### config.mk
export PLATFORM = sky130hd
export DESIGN_NAME = omc_top
export DESIGN_NICKNAME = d
export VERILOG_FILES = /design/src/hw/omc_top.v
export VERILOG_INCLUDE_DIRS = /design/src /design/src/hw
export SDC_FILE = /design/constraint.sdc
export NUM_CORES = 1
export LEC_CHECK = 0
export ABC_AREA = 1
export BUFFER_PORTS_ARGS = -buffer_cell sky130_fd_sc_hd__buf_2
export CAP_MARGIN = 20
export CORE_UTILIZATION = 38
export DETAILED_ROUTE_END_ITERATION = 10
export GPL_TIMING_DRIVEN = 1
export SKIP_CTS_REPAIR_TIMING = 1
export SYNTH_ARGS = -nofsm -noshare
export SYNTH_HDL_FRONTEND = slang
export SYNTH_SLANG_ARGS = --single-unit
### constraint.sdc
create_clock -name core_clk_i -period 3 [get_ports core_clk_i]
set_clock_uncertainty 0.05 [all_clocks]
set_input_delay 0.75 -clock core_clk_i [delete_from_list [all_inputs] [get_ports core_clk_i]]
set_output_delay 0.75 -clock core_clk_i [all_outputs]
set_load 0.1 [all_outputs]
### src/hw/omc_regs.vh
/*
 mute control register map, field positions and codes.
 assumes 8-bit register access with byte offsets as printed.
*/
`ifndef OMC_REGS_VH
`define OMC_REGS_VH
`define OMC_ADDR_PRIMARY 8'h80
`define OMC_ADDR_ACTION 8'h81
`define OMC_RST_PRIMARY 8'h90
`define OMC_RST_ACTION 8'h77
`define OMC_PRIMARY_WMASK 8'hd7
`define OMC_BIT_MASTER_EN 7
`define OMC_BIT_SW_REQ 6
`define OMC_BIT_ALARM_FLAG_CLEAR 5
`define OMC_BIT_HOLD_EN 4
`define OMC_BIT_LEVEL_EN 2
`define OMC_LVL_NONE 2'h0
`define OMC_LVL_FIRST 2'h1
`define OMC_LVL_SECOND 2'h2
`define OMC_LVL_EITHER 2'h3
`define OMC_TYPE_HARD 2'h0
`define OMC_TYPE_HOLD 2'h1
`define OMC_TYPE_SOFT_IQ 2'h2
`define OMC_TYPE_SOFT 2'h3
`endif

### src/hw/omc_top.v
/*
 output mute control: two control registers, cause arbitration and mute type outputs.
 assumes a simple synchronous 8-bit register port and cause inputs from pins or other
 domains, which are synchronised here.
*/
`timescale 1ns/1ns
`include "omc_regs.vh"

// Contract
// - selector 00 gives hard mute plus iq indication; 01 hold plus indication
// - selector 10 gives soft mute plus indication; 11 soft mute only
// - action register holds incident, data-valid, alarm, direct selectors high to low
// - level selector acts only while level detection enable is set
// - level selector 00 none, 01 first, 10 second, 11 either detector
module omc_top (
   // clock and reset
   input wire core_clk_i,
   input wire rst_i,
   // register port
   input wire [7:0] reg_addr_i,
   input wire reg_wr_i,
   input wire [7:0] reg_wdata_i,
   output reg [7:0] reg_rdata_o,
   // mute causes
   input wire incident_i,
   input wire data_valid_error_i,
   input wire alarm_i,
   input wire level_detector_first_i,
   input wire level_detector_second_i,
   // mute outputs
   output reg hard_silence_o,
   output reg hold_silence_o,
   output reg soft_silence_o,
   output reg iq_silenced_indication_o,
   output reg hold_feature_enable_o,
   output reg alarm_flag_clear_o,
   output reg silence_active_o
);

reg [7:0] silence_control_primary;
reg [7:0] silence_action_config;
wire [4:0] cause_pins;
wire [4:0] sync_b;
reg next_hard;
reg next_hold;
reg next_soft;
reg next_iq;
reg [7:0] next_rdata;
wire write_primary;
wire write_action;
wire [3:0] cause;
wire [3:0] cause_hard;
wire [3:0] cause_hold;
wire [3:0] cause_soft;
wire [3:0] cause_iq;
wire level_hit;
wire master_silence_enable;
wire software_silence_request;
wire level_detection_enable;
wire [1:0] level_detector_select;
wire [1:0] incident_action_select;
wire [1:0] data_valid_action_select;
wire [1:0] alarm_action_select;
wire [1:0] direct_action_select;
genvar g;

////////////////////////////////////////////////////////////////////////////////
// registers

assign write_primary = reg_wr_i & (reg_addr_i == `OMC_ADDR_PRIMARY);
assign write_action = reg_wr_i & (reg_addr_i == `OMC_ADDR_ACTION);

// control registers, reserved and strobe bits read back as zero
always @(posedge core_clk_i or posedge rst_i) begin
   if (rst_i) begin
      silence_control_primary <= `OMC_RST_PRIMARY;
      silence_action_config <= `OMC_RST_ACTION;
   end else begin
      if (write_primary) begin
         silence_control_primary <= reg_wdata_i & `OMC_PRIMARY_WMASK;
      end
      if (write_action) begin
         silence_action_config <= reg_wdata_i;
      end
   end
end

// alarm clear is a one-cycle strobe, never stored
always @(posedge core_clk_i or posedge rst_i) begin
   if (rst_i) begin
      alarm_flag_clear_o <= 1'b0;
   end else begin
      alarm_flag_clear_o <= write_primary & reg_wdata_i[`OMC_BIT_ALARM_FLAG_CLEAR];
   end
end

// read data for the address of the previous cycle
always @* begin
   case (reg_addr_i)
      `OMC_ADDR_PRIMARY: next_rdata = silence_control_primary;
      `OMC_ADDR_ACTION: next_rdata = silence_action_config;
      default: next_rdata = 8'h00;
   endcase
end

always @(posedge core_clk_i or posedge rst_i) begin
   if (rst_i) begin
      reg_rdata_o <= 8'h00;
   end else begin
      reg_rdata_o <= next_rdata;
   end
end

assign master_silence_enable = silence_control_primary[`OMC_BIT_MASTER_EN];
assign software_silence_request = silence_control_primary[`OMC_BIT_SW_REQ];
assign level_detection_enable = silence_control_primary[`OMC_BIT_LEVEL_EN];
assign level_detector_select = silence_control_primary[1:0];
assign incident_action_select = silence_action_config[7:6];
assign data_valid_action_select = silence_action_config[5:4];
assign alarm_action_select = silence_action_config[3:2];
assign direct_action_select = silence_action_config[1:0];

////////////////////////////////////////////////////////////////////////////////
// cause synchronisers

assign cause_pins = {level_detector_second_i, level_detector_first_i, alarm_i,
                     data_valid_error_i, incident_i};

// two flip-flops per pin, only the second one is read
generate
   for (g = 0; g < 5; g = g + 1) begin : g_sync
      reg first_ff;
      reg second_ff;
      always @(posedge core_clk_i or posedge rst_i) begin
         if (rst_i) begin
            first_ff <= 1'b0;
            second_ff <= 1'b0;
         end else begin
            first_ff <= cause_pins[g];
            second_ff <= first_ff;
         end
      end
      assign sync_b[g] = second_ff;
   end
endgenerate

////////////////////////////////////////////////////////////////////////////////
// cause arbitration and mute type decode

reg lvl;
always @* begin
   lvl = 1'b0;
   if (level_detection_enable) begin
      case (level_detector_select)
         `OMC_LVL_NONE: lvl = 1'b0;
         `OMC_LVL_FIRST: lvl = sync_b[3];
         `OMC_LVL_SECOND: lvl = sync_b[4];
         `OMC_LVL_EITHER: lvl = sync_b[3] | sync_b[4];
         default: lvl = 1'b0;
      endcase
   end
end
assign level_hit = lvl;

// index 0 direct, 1 alarm, 2 data valid, 3 incident
assign cause[0] = software_silence_request | level_hit;
assign cause[1] = sync_b[2];
assign cause[2] = sync_b[1];
assign cause[3] = sync_b[0];

// per cause decode: dec holds hard, hold, soft, iq from high to low
generate
   for (g = 0; g < 4; g = g + 1) begin : g_cause
      reg [3:0] dec;
      always @* begin
         dec = 4'h0;
         if (master_silence_enable && cause[g]) begin
            case (silence_action_config[2*g +: 2])
               `OMC_TYPE_HARD: dec = 4'h9;
               `OMC_TYPE_HOLD: dec = 4'h5;
               `OMC_TYPE_SOFT_IQ: dec = 4'h3;
               `OMC_TYPE_SOFT: dec = 4'h2;
               default: dec = 4'h9;
            endcase
         end
      end
      assign cause_hard[g] = dec[3];
      assign cause_hold[g] = dec[2];
      assign cause_soft[g] = dec[1];
      assign cause_iq[g] = dec[0];
   end
endgenerate

// simultaneous causes combine, no priority
always @* begin
   next_hard = |cause_hard;
   next_hold = |cause_hold;
   next_soft = |cause_soft;
   next_iq = |cause_iq;
end

////////////////////////////////////////////////////////////////////////////////
// output registers


always @(posedge core_clk_i or posedge rst_i) begin
   if (rst_i) begin
      hard_silence_o <= 1'b0;
      hold_silence_o <= 1'b0;
      soft_silence_o <= 1'b0;
      iq_silenced_indication_o <= 1'b0;
      hold_feature_enable_o <= 1'b0;
      silence_active_o <= 1'b0;
   end else begin
      hard_silence_o <= next_hard;
      hold_silence_o <= next_hold;
      soft_silence_o <= next_soft;
      iq_silenced_indication_o <= next_iq;
      hold_feature_enable_o <= silence_control_primary[`OMC_BIT_HOLD_EN];
      silence_active_o <= next_hard | next_hold | next_soft;
   end
end

endmodule // omc_top

==> impl_metrics.py, run 1 <==
metrics = {
    "timing": {
        "setup_viol": 0,
        "slew_viol_final": 0,
        "report.final.hold_viol_count": 0,
        "final.min_clock_period_ns": 1.84,
        "tightest_slew_ns": 0.649,
        "setup_tns_ns": 0,
        "slew_headroom_pct": 56.5,
        "fin_crit_sh_pct": 61.3,
        "rsz0062_at_grt": "no",
        "fmax_mhz": 544,
    },
    "synthesis": {
        "synth_area_leaders": "dfrtp_1, dfstp_2, nand2_1",
        "synth_seq_cells": 39,
        "avgSynthCellArea_um2": 9.91,
        "synthArstFlopShare_pct": 100,
        "seq_area_frac_synth_pct": 63.4,
        "synth_edf_count": 0,
        "syn_nets": 181,
        "synthCells": 157,
        "synth_area_leader_cell": "dfrtp_1",
        "synthDistinctLibCells": 23,
        "synth_flop_cell": "dfrtp_1",
        "netlist.area_leader.share_pct": 49.9,
        "ys_warn_count": 0,
        "synthesis.area_um2": 1560,
    },
    "global_routing": {
        "grt_usage_pct": 16.4,
        "grt_pass1_vias": 1217,
        "grt_max_degree": 40,
        "grt_antenna_before_repair": 0,
        "overflow": 0,
        "grt_pass1_wl_um": 5230,
    },
    "clock_tree": {
        "cts-root-buf": "clkbuf_8",
        "clock_latency_ns": 0.29,
        "clkTransAtPathRegs_ns": 0.07,
        "cts_tree": "done",
        "clk_path_buf_depth": 2,
        "cts_buffers": 5,
        "ctsHtreeMaxLevel": 2,
        "clock_sinks": 39,
    },
    "die": {
        "num_rows": 22,
        "die_w_um": 66.0,
        "io_pins": 39,
        "fp.dieH_um": 66.0,
        "dieArea_um2": 4350,
        "coreArea_um2": 3800,
        "initial_core_util_pct": 40.9,
    },
    "status": {
        "status": "finished, final reports clean",
    },
    "finish": {
        "fillers": 375,
        "nets": 223,
        "drive_gt1_share_pct": 31.0,
        "n_antenna_cell": 0,
        "syn_to_final_growth_pct": 20.0,
        "multi_input_area_um2": 469,
        "final_cells": 248,
        "regArea_um2": 986,
    },
    "pwr": {
        "fin_total_pwr_mw": 1.01,
        "p_int_mw": 0.746,
        "power.switching_mw": 0.262,
        "comb_power_share_pct": 11.0,
        "ir_worst_vdd_uv": 251,
        "power.density_nw_per_um2": 540,
        "p_leak_nw": 1.03,
        "clkPwrFrac_pct": 32.6,
        "power_frac_seq_pct": 56.4,
        "sw_frac_of_total_pct": 26.0,
    },
    "drt": {
        "wl_met2_um": 1530,
        "wirelength_um": 3050,
        "route.met3.wl_um": 135,
        "wl_per_cell_um": 12.3,
        "vias": 1178,
        "drtPass1Iterations": 4,
        "drt-initial-drc-count": 49,
        "drc": 0,
        "routed.top_layer": "met4",
        "ant_nets": 0,
        "vias_per_cell": 4.75,
        "route.layer.met1.wl_um": 1320,
    },
    "placement": {
        "gp_congestion": 0.833,
        "hpwl_um": 2240,
        "port_buffers": 38,
        "place_inst": 240,
    },
    "worst_setup_path": {
        "path_cells": "buf_2",
        "worst-path-buf-inv": 1,
        "path_class": "register to primary output",
        "cp_slowest_cell": "buf_2",
        "cpPeakStageDelay_ns": 0.42,
        "cp-start-kind": "register",
        "required_ns": 2.20,
        "path_delay_family": "buffers and inverters",
        "end_kind": "primary output",
        "arrival_ns": 1.04,
        "path_max_fanout": 1,
    },
    "flow_run": {
        "drv_cap": 0,
    },
    "min_path": {
        "hold_class": "register to register",
    },
}
[power groups by stage]
stage | registers, mW | clock network [mW] | logic, mW
floorplan | 0.611 | 0 | 0.0400
global placement | 0.577 | 0 | 0.109
detailed placement | 0.578 | 0 | 0.112
CTS | 0.568 | 0.341 | 0.112
global route | 0.571 | 0.362 | 0.121
finish | 0.568 | 0.329 | 0.111
[sequential cells by signal, summed over array words and instances, names as in the netlist]
name and flops:
alarm_flag_clear_o 1, g_sync.first_ff 5, g_sync.second_ff 5, hard_silence_o 1, hold_feature_enable_o 1, hold_silence_o 1
iq_silenced_indication_o 1, reg_rdata_o 8, silence_action_config 8, silence_active_o 1, silence_control_primary 6, soft_silence_o 1
[final timing paths]
path / from / endpoint / slack, ns / cells past startpoint
max: hold_silence_o / hold_silence_o / 1.16 / 1
max reg2reg: silence_control_primary[7] / silence_active_o / 1.71 / 6
min in group asynchronous: rst_i / g_sync[0].first_ff / 0.51 / 3
min: g_sync[0].first_ff / g_sync[0].second_ff / 0.30 / 0
max in group asynchronous: rst_i / silence_control_primary[7] / 2.03 / 3
min reg2reg: g_sync[0].first_ff / g_sync[0].second_ff / 0.30 / 0
[stage by stage]
step | setup WS (ns) | util, % | cell area (um^2) | hold WS [ns]
floorplan | 1.32 | - | 1560 | 0.281
global placement | 1.05 | 47.0 | 1780 | 0.283
detailed placement | 1.01 | 47.0 | 1780 | 0.286
CTS | 1.15 | 49.1 | 1870 | 0.302
global route | 1.13 | 49.1 | 1870 | 0.309
finish | 1.16 | 49.1 | 1870 | 0.298
[placed cells by master, fill, tap and decap left out]
cell      synthesis  final
a21oi_1           1      1
and3_1            1      1
buf_2             2     38
buf_4             0      1
clkbuf_1          1      2
clkbuf_8          0      5
clkinv_2          0      1
dfrtp_1          31     31
dfstp_2           8      8
inv_1            18     18
inv_2             1      1
nand2_1          38     38
nand2_2           2      2
nand3_1          11     11
nand3_4           1      1
nand4_1           1      1
nor2_1           13     13
nor2_8            1      1
nor3_1            3      3
nor3_2            2      2
o211ai_1          1      1
o21ai_0          15     15
o21ai_2           2      2
o21bai_1          1      1
o22ai_1           2      2
[cell usage after synthesis (2+ instances only)]
| cell type | number |
|---|---|
| nand3_1 | 11 |
| nor3_1 | 3 |
| inv_1 | 18 |
| nor3_2 | 2 |
| nand2_2 | 2 |
| o21ai_2 | 2 |
| nor2_1 | 13 |
| o21ai_0 | 15 |
| buf_2 | 2 |
| dfrtp_1 | 31 |
| nand2_1 | 38 |
| o22ai_1 | 2 |
| dfstp_2 | 8 |
[per-layer routing]
| metal | vias to the layer above | track usage [%] |
|---|---|---|
| li1 | 583 | - |
| met1 | 560 | 18.2 |
| met2 | 28 | 27.8 |
| met3 | 7 | 3.62 |
| met4 | 0 | 10.9 |
| met5 | - | 0 |
[cell families (layout without fill, tap and decap cells)]
logic type / after synthesis / count (layout) / share of synthesized area, %
AO/OA/AOI/OAI: 22 / 22 / 8.05
buffers and inverters: 23 / 66 / 6.44
flip-flops: 39 / 39 / 63.4
AND/OR/NAND/NOR: 73 / 73 / 22.1
[final cells by class]
cell class	count	area share [%]
clock buffers	7	4.09
clock inverters	1	0.268
flip-flops and latches	39	52.9
well taps	48	3.22
inverters	19	3.82
multi-input cells	95	25.2
repair buffers	39	10.6
Note: power is estimated with default switching activity, not from simulation.
==> inputs of run 2 (changes only) <==
- ABC_AREA: 1 -> 0
- clock period: 3 -> 1.5 ns (I/O delays scaled with it)
==> impl_metrics.py, run 2 <==
metrics = {
    "worst_setup_path": {
        "cp_slowest_cell": "buf_2",
        "path_delay_family": "buffers and inverters",
        "arrival_ns": 1.04,
        "path_max_fanout": 1,
        "path_class": "register to primary output",
        "cp-start-kind": "register",
        "path_cells": "buf_2",
        "end_kind": "primary output",
        "cpPeakStageDelay_ns": 0.42,
        "worst-path-buf-inv": 1,
        "required_ns": 1.07,
    },
    "drt": {
        "wl_per_cell_um": 14.3,
        "drt-initial-drc-count": 67,
        "drtPass1Iterations": 4,
        "ant_nets": 0,
        "vias": 1017,
        "wirelength_um": 2840,
        "vias_per_cell": 5.11,
        "drc": 0,
    },
    "pwr": {
        "power.density_nw_per_um2": 1110,
        "ir_worst_vdd_uv": 802,
        "p_leak_nw": 0.965,
    },
    "placement": {
        "hpwl_um": 2080,
        "port_buffers": 38,
        "gp_congestion": 0.843,
        "place_ws_ns": -0.210,
    },
    "synthesis": {
        "synth_flop_cell": "dfrtp_1",
        "ys_warn_count": 0,
        "syn_nets": 128,
        "synth.top_cells.by_count": "dfrtp_1, mux2_2, dfstp_2, nand2_1",
        "netlist.area_leader.share_pct": 51.5,
        "synth_seq_cells": 39,
        "synth_edf_count": 0,
        "avgSynthCellArea_um2": 14.5,
        "synth_area_leader_cell": "dfrtp_1",
        "seq_area_frac_synth_pct": 65.4,
        "synthesis.area_um2": 1510,
        "synthCells": 104,
        "yosysMostFrequentCell": "dfrtp_1",
        "synth_area_leaders": "dfrtp_1, dfstp_2, mux2_2",
        "synthArstFlopShare_pct": 100,
        "synthDistinctLibCells": 26,
    },
    "finish": {
        "multi_input_area_um2": 507,
        "drive_gt1_share_pct": 50.3,
        "regArea_um2": 986,
        "nets": 174,
        "syn_to_final_growth_pct": 31.9,
        "layout_commonest_cell": "buf_2",
        "fillers": 351,
        "n_antenna_cell": 0,
        "mostFrequentLayoutCells": "buf_2, dfrtp_1, mux2_2",
        "reg_top3": "reg_rdata_o (8), silence_action_config (8), silence_control_primary (6)",
    },
    "clock_tree": {
        "clkTransAtPathRegs_ns": 0.07,
        "ctsHtreeMaxLevel": 2,
        "clk_path_buf_depth": 2,
        "cts-root-buf": "clkbuf_8",
        "cts_buffers": 5,
        "cts_tree": "done",
        "clock_sinks": 39,
        "clock_latency_ns": 0.28,
    },
    "flow_run": {
        "drv_cap": 0,
    },
    "timing": {
        "report.final.hold_viol_count": 0,
        "setup_tns_ns": 0,
        "setup_viol": 0,
        "setup_ws_ns": 0.0397,
        "fmax_mhz": 685,
        "fin_crit_sh_pct": 97.4,
        "slew_headroom_pct": 67.7,
        "slew_viol_final": 0,
        "final.min_clock_period_ns": 1.46,
        "rsz0062_at_grt": "no",
        "tightest_slew_ns": 0.488,
    },
    "global_routing": {
        "grt_pass1_vias": 1074,
        "grt_antenna_before_repair": 0,
        "grt_max_degree": 40,
        "grt_pass1_wl_um": 5000,
        "overflow": 0,
        "grt_usage_pct": 16.1,
    },
    "min_path": {
        "hold_class": "primary input to async pin",
    },
    "die": {
        "die_w_um": 65.0,
        "coreArea_um2": 3740,
        "fp.dieH_um": 65.0,
        "num_rows": 22,
        "io_pins": 39,
        "dieArea_um2": 4220,
        "initial_core_util_pct": 40.3,
    },
    "status": {
        "status": "finished, final reports clean",
    },
}
## run 2: cell count changes after synthesis, moves of 3 or more
cell,delta
nand2_1,-31
inv_1,-16
mux2_2,+14
o21ai_0,-14
nand3_1,-11
nor2_1,-7
mux2i_1,+6
nand4b_1,+3
nor4bb_1,+3
## run 2: power breakdown
part / internal [mW] / total, mW / switching, mW / leakage (nW)
Clock: 0.538 / 0.875 / 0.337 / 0.0612
Sequential: 1.10 / 1.14 / 0.0371 / 0.491
Combinational: 0.0854 / 0.193 / 0.107 / 0.413
## run 2: metal layers
layer	GRT usage, %	up-vias	share of wire [%]
met1	18.9	503	43
met3	5.28	5	6.5
met4	6.11	0	1.6
li1	-	469	-
met2	27.1	40	49
met5	0	-	0
## run 2: worst paths after layout
path,cells past startpoint,slack (ns),end,startpoint
max,1,0.04,reg_rdata_o[3],reg_rdata_o[3]
min,3,0.08,hold_feature_enable_o,rst_i
max reg2reg,3,0.10,iq_silenced_indication_o,silence_action_config[6]
min reg2reg,0,0.30,g_sync[2].second_ff,g_sync[2].first_ff
max in group asynchronous,3,1.06,silence_action_config[1],rst_i
min in group core_clk_i,1,0.14,g_sync[4].first_ff,level_detector_second_i
## run 2: per-stage QoR
stage | utilization (%) | hold slack (ns) | instances | area, um^2 | power [mW]
final | 53.1 | 0.0767 | 199 | 1990 | 2.20
after global routing | 53.1 | 0.0996 | 199 | 1990 | 2.30
after CTS | 53.0 | 0.0815 | 199 | 1990 | 2.24
after detailed placement | 49.9 | 0.286 | 191 | 1870 | 1.35
after global placement | 49.9 | 0.281 | 191 | 1870 | 1.34
after floorplan | - | 0.281 | 104 | 1520 | 1.26
## run 2: cell type report
class,count,area share (%)
inverters,2,0.378
multi-input cells,60,25.5
clock buffers,6,4.15
well taps,48,3.02
flip-flops and latches,39,49.6
repair buffers,42,15.6
clock inverters,2,1.76
## run 2: kinds of logic (layout without fill, tap and decap cells)
family,after synthesis,in the layout,synth area share (%)
buf+inv,5,52,1.83
compound gates,9,9,4.32
simple gates,31,31,14.0
flops,39,39,65.4
mux,20,20,14.4
